$ cat src/core/ditm_defs.svh
// constants for the drive input terminal monitor
`ifndef DITM_DEFS_SVH
`define DITM_DEFS_SVH
// register indices
`define DITM_REG_STATUS 4'h0
`define DITM_REG_SOURCE 4'h1
`define DITM_REG_CRIT 4'h2
`define DITM_REG_REACT 4'h3
`define DITM_REG_TIMEOUT 4'h4
`define DITM_REG_VMIN 4'h5
`define DITM_REG_IMIN 4'h6
`define DITM_REG_PMIN 4'h7
`define DITM_REG_FILT 4'h8
`define DITM_REG_JOG 4'h9
`define DITM_REG_FUNC 4'hA
`define DITM_REG_FAULT 4'hB
`define DITM_REG_SELECT 4'hC
// timeout in tenths of a second, factory 1.0 s
`define DITM_TIMEOUT_RST 16'h000A
// ticks per millisecond at 100 MHz
`define DITM_MS_NS 1000000
`define DITM_CLK_NS 10
`define DITM_MS_CYCLES (`DITM_MS_NS / `DITM_CLK_NS)
// tenth of a second in milliseconds
`define DITM_TENTH_MS 7'd100
// filter default, ms
`define DITM_FILT_RST 16'h000A
// jog frequency in 0.01 Hz, factory 10.00 Hz
`define DITM_JOG_RST 16'h03E8
// default input function map, 6 bits per input, input 1 in the low field
// inputs 1..8 = 00, 01, 02, 1B, 1C, 1D, 29, 2A packed six bits apiece
`define DITM_FUNC_RST 48'hAA97_5C6C_2040
`endif

$ cat src/core/ditm_pkg.sv
// types for the drive input terminal monitor
package ditm_pkg;
   typedef enum logic [2:0] {
      DITM_SRC_KEYPAD = 3'h0,
      DITM_SRC_VOLT = 3'h1,
      DITM_SRC_VOLT_SIGNED = 3'h2,
      DITM_SRC_CURR = 3'h3,
      DITM_SRC_VOLT_CURR = 3'h4,
      DITM_SRC_PULSE = 3'h5,
      DITM_SRC_COMM = 3'h6
   } ditm_src_t;
   typedef enum logic [1:0] {
      DITM_CRIT_NONE = 2'h0,
      DITM_CRIT_HALF = 2'h1,
      DITM_CRIT_BELOW = 2'h2
   } ditm_crit_t;
   typedef enum logic [1:0] {
      DITM_REACT_NONE = 2'h0,
      DITM_REACT_COAST = 2'h1,
      DITM_REACT_STOP = 2'h2
   } ditm_react_t;
   typedef enum logic [1:0] {
      DITM_ST_OK = 2'h0,
      DITM_ST_PEND = 2'h1,
      DITM_ST_LOST = 2'h2
   } ditm_state_t;
   typedef enum logic [1:0] {
      DITM_FLT_NONE = 2'h0,
      DITM_FLT_VOLT = 2'h1,
      DITM_FLT_CURR = 2'h2,
      DITM_FLT_PULSE = 2'h3
   } ditm_fault_t;
   // function codes
   typedef enum logic [5:0] {
      DITM_FN_SPD_L = 6'h00,
      DITM_FN_SPD_M = 6'h01,
      DITM_FN_SPD_H = 6'h02,
      DITM_FN_SPD_X = 6'h1A,
      DITM_FN_RESET = 6'h1B,
      DITM_FN_ESTOP = 6'h1C,
      DITM_FN_JOG = 6'h1D,
      DITM_FN_FWD = 6'h69,
      DITM_FN_REV = 6'h6A
   } ditm_fn_t;
endpackage

$ cat src/core/ditm_monitor.sv
// drive input terminal monitor: reference loss, input filter, function map
//
// Chosen here: the plain strobed port and the placing of the registers.
`timescale 1ns/1ps
`include "ditm_defs.svh"
module ditm_monitor #(
   parameter int NIN = 11,
   parameter int MS_CYCLES = `DITM_MS_CYCLES
) (
   input wire logic mclk,
   input wire logic sys_rst,
   input wire logic clk_en,
   input wire logic [3:0] reg_addr,
   input wire logic [15:0] reg_wdata,
   input wire logic reg_wr,
   input wire logic reg_rd,
   output logic [15:0] reg_rdata,
   input wire logic [7:0] prog_input,
   input wire logic [2:0] subboard_input,
   input wire logic subboard_fitted,
   input wire logic [15:0] volt_level,
   input wire logic [15:0] curr_level,
   input wire logic [15:0] pulse_level,
   output logic coast_on_loss,
   output logic ramp_stop,
   output logic [1:0] fault_code,
   output logic [3:0] step_index,
   output logic jog_active,
   output logic [15:0] jog_freq,
   output logic run_fwd,
   output logic run_rev,
   output logic fault_reset,
   output logic emergency_stop_input
);
   // only eleven terminals and a nonzero tick period are served
   if (NIN != 11 || MS_CYCLES < 1)
   begin : g_param_check
      $error("unsupported parameters");
   end
   typedef struct packed {
      ditm_pkg::ditm_src_t src;
      ditm_pkg::ditm_crit_t crit;
      ditm_pkg::ditm_react_t react;
      logic [15:0] timeout;
      logic [15:0] vmin;
      logic [15:0] imin;
      logic [15:0] pmin;
      logic [15:0] filt;
      logic [15:0] jog;
      logic [47:0] func;
      logic [2:0] sel;
      ditm_pkg::ditm_state_t st;
      ditm_pkg::ditm_fault_t flt;
      logic [31:0] ms_cnt;
      logic ms_tick;
      logic [6:0] tenth_cnt;
      logic [15:0] loss_cnt;
      logic [10:0][15:0] filt_cnt;
      logic [10:0] filt_out;
      logic [15:0] rdata;
   } ditm_state_s_t;
   ditm_state_s_t s_q;
   ditm_state_s_t s_d;
   logic [10:0] raw_in;
   logic [10:0] status;
   logic [15:0] level;
   logic [15:0] thresh;
   logic below;
   logic checking;
   logic fn_active [0:63];
   // sub-board inputs masked when absent
   assign raw_in = {subboard_input & {3{subboard_fitted}}, prog_input};
   assign status = s_q.filt_out;
   // decode active functions from mapped, filtered main inputs
   always_comb
   begin
      for (int f = 0; f < 64; f++) fn_active[f] = 1'b0;
      for (int k = 0; k < 8; k++)
         fn_active[s_q.func[k*6 +: 6]] = fn_active[s_q.func[k*6 +: 6]] | s_q.filt_out[k];
   end
   assign emergency_stop_input = fn_active[ditm_pkg::DITM_FN_ESTOP];
   assign jog_active = fn_active[ditm_pkg::DITM_FN_JOG];
   assign fault_reset = fn_active[ditm_pkg::DITM_FN_RESET];
   assign run_fwd = fn_active[ditm_pkg::DITM_FN_FWD];
   assign run_rev = fn_active[ditm_pkg::DITM_FN_REV];
   // jog overrides the step selection
   assign step_index = jog_active ? 4'h0 :
      {fn_active[ditm_pkg::DITM_FN_SPD_X], fn_active[ditm_pkg::DITM_FN_SPD_H],
       fn_active[ditm_pkg::DITM_FN_SPD_M], fn_active[ditm_pkg::DITM_FN_SPD_L]};
   assign jog_freq = s_q.jog;
   // pick the monitored level; volt+current watches voltage only
   always_comb
   begin
      checking = 1'b1;
      level = volt_level;
      thresh = s_q.vmin;
      case (s_q.src)
         ditm_pkg::DITM_SRC_VOLT, ditm_pkg::DITM_SRC_VOLT_SIGNED, ditm_pkg::DITM_SRC_VOLT_CURR:
         begin
            level = volt_level;
            thresh = s_q.vmin;
         end
         ditm_pkg::DITM_SRC_CURR:
         begin
            level = curr_level;
            thresh = s_q.imin;
         end
         ditm_pkg::DITM_SRC_PULSE:
         begin
            level = pulse_level;
            thresh = s_q.pmin;
         end
         default: checking = 1'b0;
      endcase
      case (s_q.crit)
         ditm_pkg::DITM_CRIT_HALF: below = checking && level < {1'b0, thresh[15:1]};
         ditm_pkg::DITM_CRIT_BELOW: below = checking && level < thresh;
         default: below = 1'b0;
      endcase
   end
   // next state: registers, filter, timers and loss machine
   always_comb
   begin
      s_d = s_q;
      s_d.rdata = 16'h0000;
      s_d.ms_tick = 1'b0;
      if (s_q.ms_cnt >= 32'(MS_CYCLES - 1))
      begin
         s_d.ms_cnt = 32'h0;
         s_d.ms_tick = 1'b1;
      end
      else
      begin
         s_d.ms_cnt = s_q.ms_cnt + 32'h1;
      end
      // one time constant for all eleven inputs, counted in ms
      for (int k = 0; k < 11; k++)
      begin
         if (raw_in[k] == s_q.filt_out[k])
            s_d.filt_cnt[k] = 16'h0;
         else if (s_q.ms_tick)
         begin
            if (s_q.filt_cnt[k] >= s_q.filt)
            begin
               s_d.filt_out[k] = raw_in[k];
               s_d.filt_cnt[k] = 16'h0;
            end
            else
               s_d.filt_cnt[k] = s_q.filt_cnt[k] + 16'h1;
         end
      end
      // loss timing in tenths of a second
      case (s_q.st)
         ditm_pkg::DITM_ST_OK:
         begin
            s_d.tenth_cnt = 7'h0;
            s_d.loss_cnt = 16'h0;
            if (below) s_d.st = ditm_pkg::DITM_ST_PEND;
         end
         ditm_pkg::DITM_ST_PEND:
         begin
            if (!below)
               s_d.st = ditm_pkg::DITM_ST_OK;
            else if (s_q.loss_cnt >= s_q.timeout)
            begin
               s_d.st = ditm_pkg::DITM_ST_LOST;
               case (s_q.src)
                  ditm_pkg::DITM_SRC_CURR: s_d.flt = ditm_pkg::DITM_FLT_CURR;
                  ditm_pkg::DITM_SRC_PULSE: s_d.flt = ditm_pkg::DITM_FLT_PULSE;
                  default: s_d.flt = ditm_pkg::DITM_FLT_VOLT;
               endcase
            end
            else if (s_q.ms_tick)
            begin
               if (s_q.tenth_cnt >= `DITM_TENTH_MS - 7'd1)
               begin
                  s_d.tenth_cnt = 7'h0;
                  s_d.loss_cnt = s_q.loss_cnt + 16'h1;
               end
               else
                  s_d.tenth_cnt = s_q.tenth_cnt + 7'h1;
            end
         end
         ditm_pkg::DITM_ST_LOST:
         begin
            // latched until fault reset input
            if (fault_reset)
            begin
               s_d.st = ditm_pkg::DITM_ST_OK;
               s_d.flt = ditm_pkg::DITM_FLT_NONE;
            end
         end
         default: s_d.st = ditm_pkg::DITM_ST_OK;
      endcase
      // register writes, blocked during emergency stop
      if (reg_wr && !emergency_stop_input)
      begin
         case (reg_addr)
            `DITM_REG_SOURCE: s_d.src = ditm_pkg::ditm_src_t'(reg_wdata[2:0]);
            `DITM_REG_CRIT: s_d.crit = ditm_pkg::ditm_crit_t'(reg_wdata[1:0]);
            `DITM_REG_REACT: s_d.react = ditm_pkg::ditm_react_t'(reg_wdata[1:0]);
            `DITM_REG_TIMEOUT: s_d.timeout = reg_wdata;
            `DITM_REG_VMIN: s_d.vmin = reg_wdata;
            `DITM_REG_IMIN: s_d.imin = reg_wdata;
            `DITM_REG_PMIN: s_d.pmin = reg_wdata;
            `DITM_REG_FILT: s_d.filt = reg_wdata;
            `DITM_REG_JOG: s_d.jog = reg_wdata;
            `DITM_REG_SELECT: s_d.sel = reg_wdata[2:0];
            `DITM_REG_FUNC: s_d.func[s_q.sel*6 +: 6] = reg_wdata[5:0];
            default: ;
         endcase
      end
      if (reg_rd)
      begin
         case (reg_addr)
            `DITM_REG_STATUS: s_d.rdata = {5'h00, status};
            `DITM_REG_SOURCE: s_d.rdata = {13'h0000, s_q.src};
            `DITM_REG_CRIT: s_d.rdata = {14'h0000, s_q.crit};
            `DITM_REG_REACT: s_d.rdata = {14'h0000, s_q.react};
            `DITM_REG_TIMEOUT: s_d.rdata = s_q.timeout;
            `DITM_REG_VMIN: s_d.rdata = s_q.vmin;
            `DITM_REG_IMIN: s_d.rdata = s_q.imin;
            `DITM_REG_PMIN: s_d.rdata = s_q.pmin;
            `DITM_REG_FILT: s_d.rdata = s_q.filt;
            `DITM_REG_JOG: s_d.rdata = s_q.jog;
            `DITM_REG_SELECT: s_d.rdata = {13'h0000, s_q.sel};
            `DITM_REG_FUNC: s_d.rdata = {10'h000, s_q.func[s_q.sel*6 +: 6]};
            `DITM_REG_FAULT: s_d.rdata = {13'h0000, s_q.st == ditm_pkg::DITM_ST_LOST, s_q.flt};
            default: s_d.rdata = 16'h0000;
         endcase
      end
   end
   // state register with synchronous reset and global enable
   always_ff @(posedge mclk)
   begin
      if (sys_rst)
      begin
         s_q <= '0;
         s_q.timeout <= `DITM_TIMEOUT_RST;
         s_q.filt <= `DITM_FILT_RST;
         s_q.jog <= `DITM_JOG_RST;
         s_q.func <= `DITM_FUNC_RST;
      end
      else if (clk_en)
         s_q <= s_d;
   end
   assign reg_rdata = s_q.rdata;
   assign fault_code = s_q.flt;
   // reaction once loss is declared; none keeps running
   assign coast_on_loss = s_q.st == ditm_pkg::DITM_ST_LOST && s_q.react == ditm_pkg::DITM_REACT_COAST;
   assign ramp_stop = s_q.st == ditm_pkg::DITM_ST_LOST && s_q.react == ditm_pkg::DITM_REACT_STOP;

   a_write_block_estop: assert property (@(posedge mclk) disable iff (sys_rst)
      (clk_en && reg_wr && emergency_stop_input && reg_addr == `DITM_REG_JOG) |=> $stable(s_q.jog))
      else $error("write accepted during emergency stop");
   a_recover_restart: assert property (@(posedge mclk) disable iff (sys_rst)
      (clk_en && s_q.st == ditm_pkg::DITM_ST_PEND && !below) |=> s_q.st == ditm_pkg::DITM_ST_OK)
      else $error("loss timer not restarted");
   a_coast_on_loss: assert property (@(posedge mclk) disable iff (sys_rst)
      (s_q.st == ditm_pkg::DITM_ST_LOST && s_q.react == ditm_pkg::DITM_REACT_COAST) |-> coast_on_loss && !ramp_stop
       && fault_code != ditm_pkg::DITM_FLT_NONE)
      else $error("coast not applied");
   a_no_check_keypad: assert property (@(posedge mclk) disable iff (sys_rst)
      (s_q.src == ditm_pkg::DITM_SRC_KEYPAD) |-> !below)
      else $error("checking on non-analog source");
   a_jog_override: assert property (@(posedge mclk) disable iff (sys_rst)
      jog_active |-> step_index == 4'h0)
      else $error("jog did not override steps");
   a_subboard_mask: assert property (@(posedge mclk) disable iff (sys_rst)
      (!subboard_fitted && clk_en && status[10:8] == 3'h0) |=> status[10:8] == 3'h0)
      else $error("sub-board input shown while absent");
   a_loss_after_timeout: assert property (@(posedge mclk) disable iff (sys_rst)
      (clk_en && s_q.st == ditm_pkg::DITM_ST_PEND && s_q.loss_cnt < s_q.timeout)
       |=> s_q.st != ditm_pkg::DITM_ST_LOST)
      else $error("loss declared without waiting");
   a_fault_code_src: assert property (@(posedge mclk) disable iff (sys_rst)
      (clk_en && s_q.st == ditm_pkg::DITM_ST_PEND && below && s_q.loss_cnt >= s_q.timeout
       && s_q.src == ditm_pkg::DITM_SRC_PULSE) |=> fault_code == ditm_pkg::DITM_FLT_PULSE)
      else $error("wrong fault code");
   a_main_volt_only: assert property (@(posedge mclk) disable iff (sys_rst)
      (s_q.src == ditm_pkg::DITM_SRC_VOLT_CURR && volt_level >= s_q.vmin) |-> !below)
      else $error("current input watched with voltage main reference");
   a_crit_none_off: assert property (@(posedge mclk) disable iff (sys_rst)
      (s_q.crit == ditm_pkg::DITM_CRIT_NONE) |-> !below)
      else $error("loss flagged with checking disabled");
   a_below_min_only: assert property (@(posedge mclk) disable iff (sys_rst)
      (s_q.src == ditm_pkg::DITM_SRC_CURR && curr_level >= s_q.imin) |-> !below)
      else $error("loss flagged above the minimum point");
endmodule // ditm_monitor

$ cat config.mk
export PLATFORM = sky130hd
export DESIGN_NAME = ditm_monitor
export DESIGN_NICKNAME = d
export VERILOG_FILES = /design/src/core/ditm_pkg.sv /design/src/core/ditm_monitor.sv
export VERILOG_INCLUDE_DIRS = /design/src /design/src/core
export SDC_FILE = /design/constraint.sdc
export NUM_CORES = 2
export LEC_CHECK = 0
export BUFFER_PORTS_ARGS = -buffer_cell sky130_fd_sc_hd__buf_2
export CAP_MARGIN = 40
export CELL_PAD_IN_SITES_DETAIL_PLACEMENT = 1
export CELL_PAD_IN_SITES_GLOBAL_PLACEMENT = 1
export CORE_AREA = 2 2 245 428
export CTS_CLUSTER_DIAMETER = 40
export DETAILED_ROUTE_END_ITERATION = 10
export DIE_AREA = 0 0 247 430
export PLACE_DENSITY_LB_ADDON = 0.08
export SLEW_MARGIN = 30
export SYNTH_ARGS = -nofsm -noshare
export SYNTH_HDL_FRONTEND = slang
export SYNTH_SLANG_ARGS = --single-unit
$ cat constraint.sdc
create_clock -name mclk -period 8.95 [get_ports mclk]
set_input_delay 0.895 -clock mclk [delete_from_list [all_inputs] [get_ports mclk]]
set_output_delay 0.895 -clock mclk [all_outputs]
set_load 0.02 [all_outputs]
==> results of run 1 <==
==> kinds of logic after synthesis <==
group                    Yosys count  share of synthesized area
AND/OR/NAND/NOR                 2465                      0.306
AO/OA/AOI/OAI                   2063                      0.324
buffers and inverters            552                     0.0563
flip-flops                       417                      0.204
adder cells (fa/ha/maj)          245                     0.0752
multiplexers                      69                     0.0209
XOR/XNOR                          59                     0.0126
==> metrics by stage <==
step	setup slack [ns]	setup TNS, ns	hold WS, ns	instance area [sq um]	cells
2_1_floorplan	0.130	0	0.437	40900	5870
3_3_place_gp	-1.30	-153.25	0.458	50000	7978
4_1_cts	-0.750	-8.31	0.507	53100	8118
3_5_place_dp	-1.11	-125.27	0.489	50200	7997
==> per-layer routing <==
layer,overflow,GRT usage
met3,9,0.577
met2,791,0.967
met1,9,0.750
met5,1,0.195
met4,546,0.847
==> what timing repair did <==
| item | in CTS |
|---|---|
| resized for setup | 258 |
| endpoints found under the setup margin | 166 |
| buffers inserted | 52 |
| gates cloned | 3 |
| pin swaps | 78 |
==> cell usage after synthesis, types with 35 or more instances <==
cell	instances	area share
buf_2	52	0.0064
o31ai_1	60	0.011
and2_1	43	0.0066
nor4_1	46	0.0070
mux2i_1	46	0.011
nand3b_1	98	0.018
buf_4	38	0.0070
a32oi_1	35	0.0075
nand2b_1	86	0.013
a21o_1	60	0.011
and3_1	174	0.027
nand3_1	287	0.035
nand2_1	538	0.049
nor3_1	134	0.016
dfxtp_1	417	0.20
nand4b_1	54	0.012
a211oi_1	53	0.0097
o21ai_0	520	0.064
nor2b_1	79	0.012
or3_1	60	0.0092
clkbuf_1	358	0.033
a31oi_1	87	0.013
o211ai_1	60	0.011
inv_1	85	0.0078
a22oi_1	107	0.020
nand4_1	45	0.0069
ha_1	244	0.075
o22ai_1	84	0.013
a21oi_1	577	0.071
nor2_1	667	0.061
==> reports/summary.txt, run 1 <==
I/O pin cnt: 130
YS warnings: 0
PortBufs: 129
final RePlAce weighted congestion: 1.17
clk buf depth: 3
sequential area share after synthesis: 0.204
Tot GR Track Use: 0.773
first error: [ERROR GRT-0116] Global routing finished with congestion. Check the congestion regions in the DRC Viewer.
ys flop type: dfxtp_1
Post-Syn Nets: 6200
Die Ht: 430 um
Overflow after GRT: 1356
largest net degree at the start of global routing: 167
dpl hpwl: 231000 um
EDFF count, synth: 0
Synth Area per Inst: 6.96 sq um
Row Count: 156
chip width: 247 um
async set-reset flop share out of synthesis: 0
initial core utilization: 0.397
clock sink total: 417
H-tree levels: 2
CTS Hold Bufs: 0
mapped cell area: 0.0409 sq mm
number of synthesized register bits: 417
global-route wire length before repair: 630000 um
Yosys cell types: 118
Root Driver: clkbuf_16
status: did not finish
Mapped Cells: 5870
vias in the first global route: 76000
Fail Step: global routing (5_1_grt)
Num CTS Buffers: 38
==> run 2, diff against run 1 <==
--- a/config.mk
+++ b/config.mk
@@ -8,13 +8,10 @@
 export LEC_CHECK = 0
 export BUFFER_PORTS_ARGS = -buffer_cell sky130_fd_sc_hd__buf_2
 export CAP_MARGIN = 40
-export CELL_PAD_IN_SITES_DETAIL_PLACEMENT = 1
-export CELL_PAD_IN_SITES_GLOBAL_PLACEMENT = 1
-export CORE_AREA = 2 2 245 428
-export CTS_CLUSTER_DIAMETER = 40
+export CORE_AREA = 2 2 408 410
 export DETAILED_ROUTE_END_ITERATION = 10
-export DIE_AREA = 0 0 247 430
-export PLACE_DENSITY_LB_ADDON = 0.08
+export DIE_AREA = 0 0 410 412
+export PLACE_DENSITY_LB_ADDON = 0.15
 export SLEW_MARGIN = 30
 export SYNTH_ARGS = -nofsm -noshare
 export SYNTH_HDL_FRONTEND = slang
==> constraint.sdc (replaced) <==
create_clock -name mclk -period 11.6 [get_ports mclk]
set_input_delay 1.16 -clock mclk [delete_from_list [all_inputs] [get_ports mclk]]
set_output_delay 1.16 -clock mclk [all_outputs]
set_load 0.02 [all_outputs]
==> run 2 against run 1 <==
Against the previous run:
- the flow now finishes without violations
- synthesized cell count is the same
- area after synthesis is the same
==> reports/summary.txt, run 2 <==
worst r2r src: s_q[274]$_SDFFE_PP0P_
Overflow after GRT: 0
I/O pin cnt: 130 (unchanged)
drc violations: 0
most frequent cell after synthesis: nor2_1 (unchanged)
Critical Path Start: s_q[274]$_SDFFE_PP0P_
max reg flops: 372
Gate power share: 0.057
Core Box Area: 0.164 sq mm
H-tree levels: 2 (unchanged)
sw power: 0.822 mW
initial core utilization: 0.249 (was 0.397)
Post-Syn Nets: 6200 (unchanged)
sequential area share after synthesis: 0.204 (unchanged)
post-synthesis xor/xnor area fraction: 0.0126 (unchanged)
internal power: 2.39 mW
TritonRoute pass-1 iters: 7
vias in the first global route: 46600
clock slew seen by the registers of the worst setup and hold paths: 0.06 ns
vias per cell: 6.06
Row Count: 149 (was 156)
Tot GR Track Use: 0.256
met2 usage in global routing: 0.416
clk_lat worst skew: 0.63 ns
CP dominant cell by count: buf_4
Mapped Cells: 5870 (unchanged)
Hold Fails Final Rpt: 0
most frequent cells in the layout: 657 x nor2_1, 577 x a21oi_1, 534 x nand2_1
Num CTS Buffers: 45 (was 38)
FF-to-FF setup slack: 0.96 ns
share of the synthesized area in the top cell type: 0.204 (unchanged)
Die Ht: 412 um (was 430 um)
Root Driver: clkbuf_16 (unchanged)
Iteration-0 DRC Markers: 5910
Area Growth Syn to Fin: 14.4%
grt met1 use: 0.329
Synth Area per Inst: 6.96 sq um (unchanged)
Post-DRT Antenna Nets: 0
Synth area leader: dfxtp_1 (unchanged)
Startpoint Class: flip-flop
Worst EP arrival: 10.24 ns
number of synthesized register bits: 417 (unchanged)
GRT met3 Usage: 0.0469
Crit. End Element: primary output
Yosys cell types: 118 (unchanged)
hold path startpoint: reg_rdata[0]$_SDFFE_PP0P_
Pwr Density: 68.6 mW/mm^2
status: completed (was did not finish)
WS Path Type: reg -> out
fmax: 87.7 MHz
Tmin final: 11.40 ns
adder-cell share of the synthesized area: 0.0752 (unchanged)
top cells by count, synth: 667 x nor2_1, 577 x a21oi_1, 538 x nand2_1 (unchanged)
number of fill cells in the layout: 18000
GRT busiest layer: met2
sequential share of power: 0.450
Synth Area in Simple Gates: 0.306 (unchanged)
global-route wire length before repair: 327000 um
WL final: 226000 um
async set-reset flop share out of synthesis: 0 (unchanged)
CTS tree: yes
Max transition margin: 0.323
post-route setup slack: 0.202 ns
clk_skew: 0.0368 ns
Hold WS: 0.470 ns
Finish-stage setup viols: 0
Clock power frac: 0.493
Biggest register: s_q
chip width: 410 um (was 247 um)
largest cells by area after synthesis: dfxtp_1 20%, ha_1 7.5%, a21oi_1 7.1% (unchanged)
clock sink total: 417 (unchanged)
Crit path required time: 10.44 ns
EDFF count, synth: 0 (unchanged)
share of layout cells above drive strength 1: 0.120
PortBufs: 129 (unchanged)
Synth Area in Compound Gates: 0.324 (unchanged)
Crit path largest cell delay: 0.69 ns
worst slew pin tran: 1.01 ns
slowest cell on the critical path: o311ai_0
final critical-path share of the clock period: 0.983
Nets: 6219
antenna violations before repair: 11
Max VDD drop: 0.119 mV
dpl hpwl: 166000 um (was 231000 um)
Setup WS pre-CTS: 0.267 ns (was -1.11 ns)
mux cell area share after synthesis: 0.0209 (unchanged)
CP max FO: 31
wire length per cell: 27.8 um
YS warnings: 0 (unchanged)
Max-Cap Viols: 0
total die area: 0.169 sq mm
commonest non-fill, non-tap cell in the layout: nor2_1
main combinational cell family by area after synthesis: compound AO/OA/AOI/OAI gates (unchanged)
Net Sw Frac: 0.256
ys flop type: dfxtp_1 (unchanged)
Leak: 16.6 nW
worst min path class: reg -> reg
pins over their slew limit: 0
largest net degree at the start of global routing: 104
mapped cell area: 0.0409 sq mm (unchanged)
clk buf depth: 3 (unchanged)
final RePlAce weighted congestion: 1.03 (was 1.17)
vias: 49200
[run 2: layout make-up]
| type | instances | area, sq um | area share |
|---|---|---|---|
| diodes | 5 | 12.5 | 0.000268 |
| well taps | 2189 | 2740 | 0.0586 |
| clock inverters | 19 | 230 | 0.00493 |
| repair buffers | 434 | 3130 | 0.0670 |
| clock buffers | 65 | 1340 | 0.0287 |
| multi-input cells | 4901 | 30600 | 0.654 |
| inverters | 90 | 338 | 0.00723 |
| flip-flops and latches | 417 | 8370 | 0.179 |
[run 2: repair_timing]
item	in CTS	in global routing
setup endpoints to repair	7	12
resized for setup	13	41
buffers inserted	2	10
pin swaps	1	5
hold buffers	0	0
[run 2: worst paths after layout]
path	end	depth (start not counted)
setup reg to reg	s_q[340]$_SDFFE_PP0P_	36
hold / removal	reg_rdata[0]$_SDFFE_PP0P_	2
hold reg to reg	reg_rdata[0]$_SDFFE_PP0P_	2
setup / recovery	emergency_stop_input	35
[run 2: through the flow]
stage / TNS [ns] / area [sq um] / total power [mW] / util / std cells
global route: -0.0292 / 46700 / 3.32 / 0.285 / 8115
CTS: 0 / 46400 / 3.26 / 0.282 / 8095
detailed placement: 0 / 44700 / 1.66 / 0.272 / 8009
finish: 0 / 46700 / 3.21 / 0.285 / 8120
global placement: 0 / 44300 / 1.65 / 0.270 / 7980
floorplan: 0 / 40900 / 1.58 / - / 5870
[run 2: cell families after synthesis]
logic type,count (synthesis)
compound gates,2063
buf+inv,552
simple gates,2465
flops,417
fa+ha+maj,245
xor+xnor,59
mux,69
[run 2: layer usage]
layer  vias up  wire length [um]  part of all wire
met4        10             11600             0.051
met5         -                63           0.00028
li1      22100                 -                 -
met3       642             19700             0.087
met2      2679            101000              0.45
met1     23700             93400              0.41
[run 2: power groups by stage]
stage	clock network, mW	logic (mW)	registers [mW]
floorplan	0	0.103	1.47
global placement	0	0.178	1.48
detailed placement	0	0.182	1.48
CTS	1.63	0.183	1.44
global route	1.67	0.199	1.44
finish	1.58	0.183	1.44
[run 2: worst max-delay path, delay by kind of cell (launching register included)]
family | cells | cell delay [ns]
buffers and inverters | 10 | 2.10
DFF | 1 | 0.44
AOI/OAI and AO/OA | 16 | 5.33
and+or+nand+nor | 9 | 1.71
No activity file was read; power rests on OpenSTA's default activity.
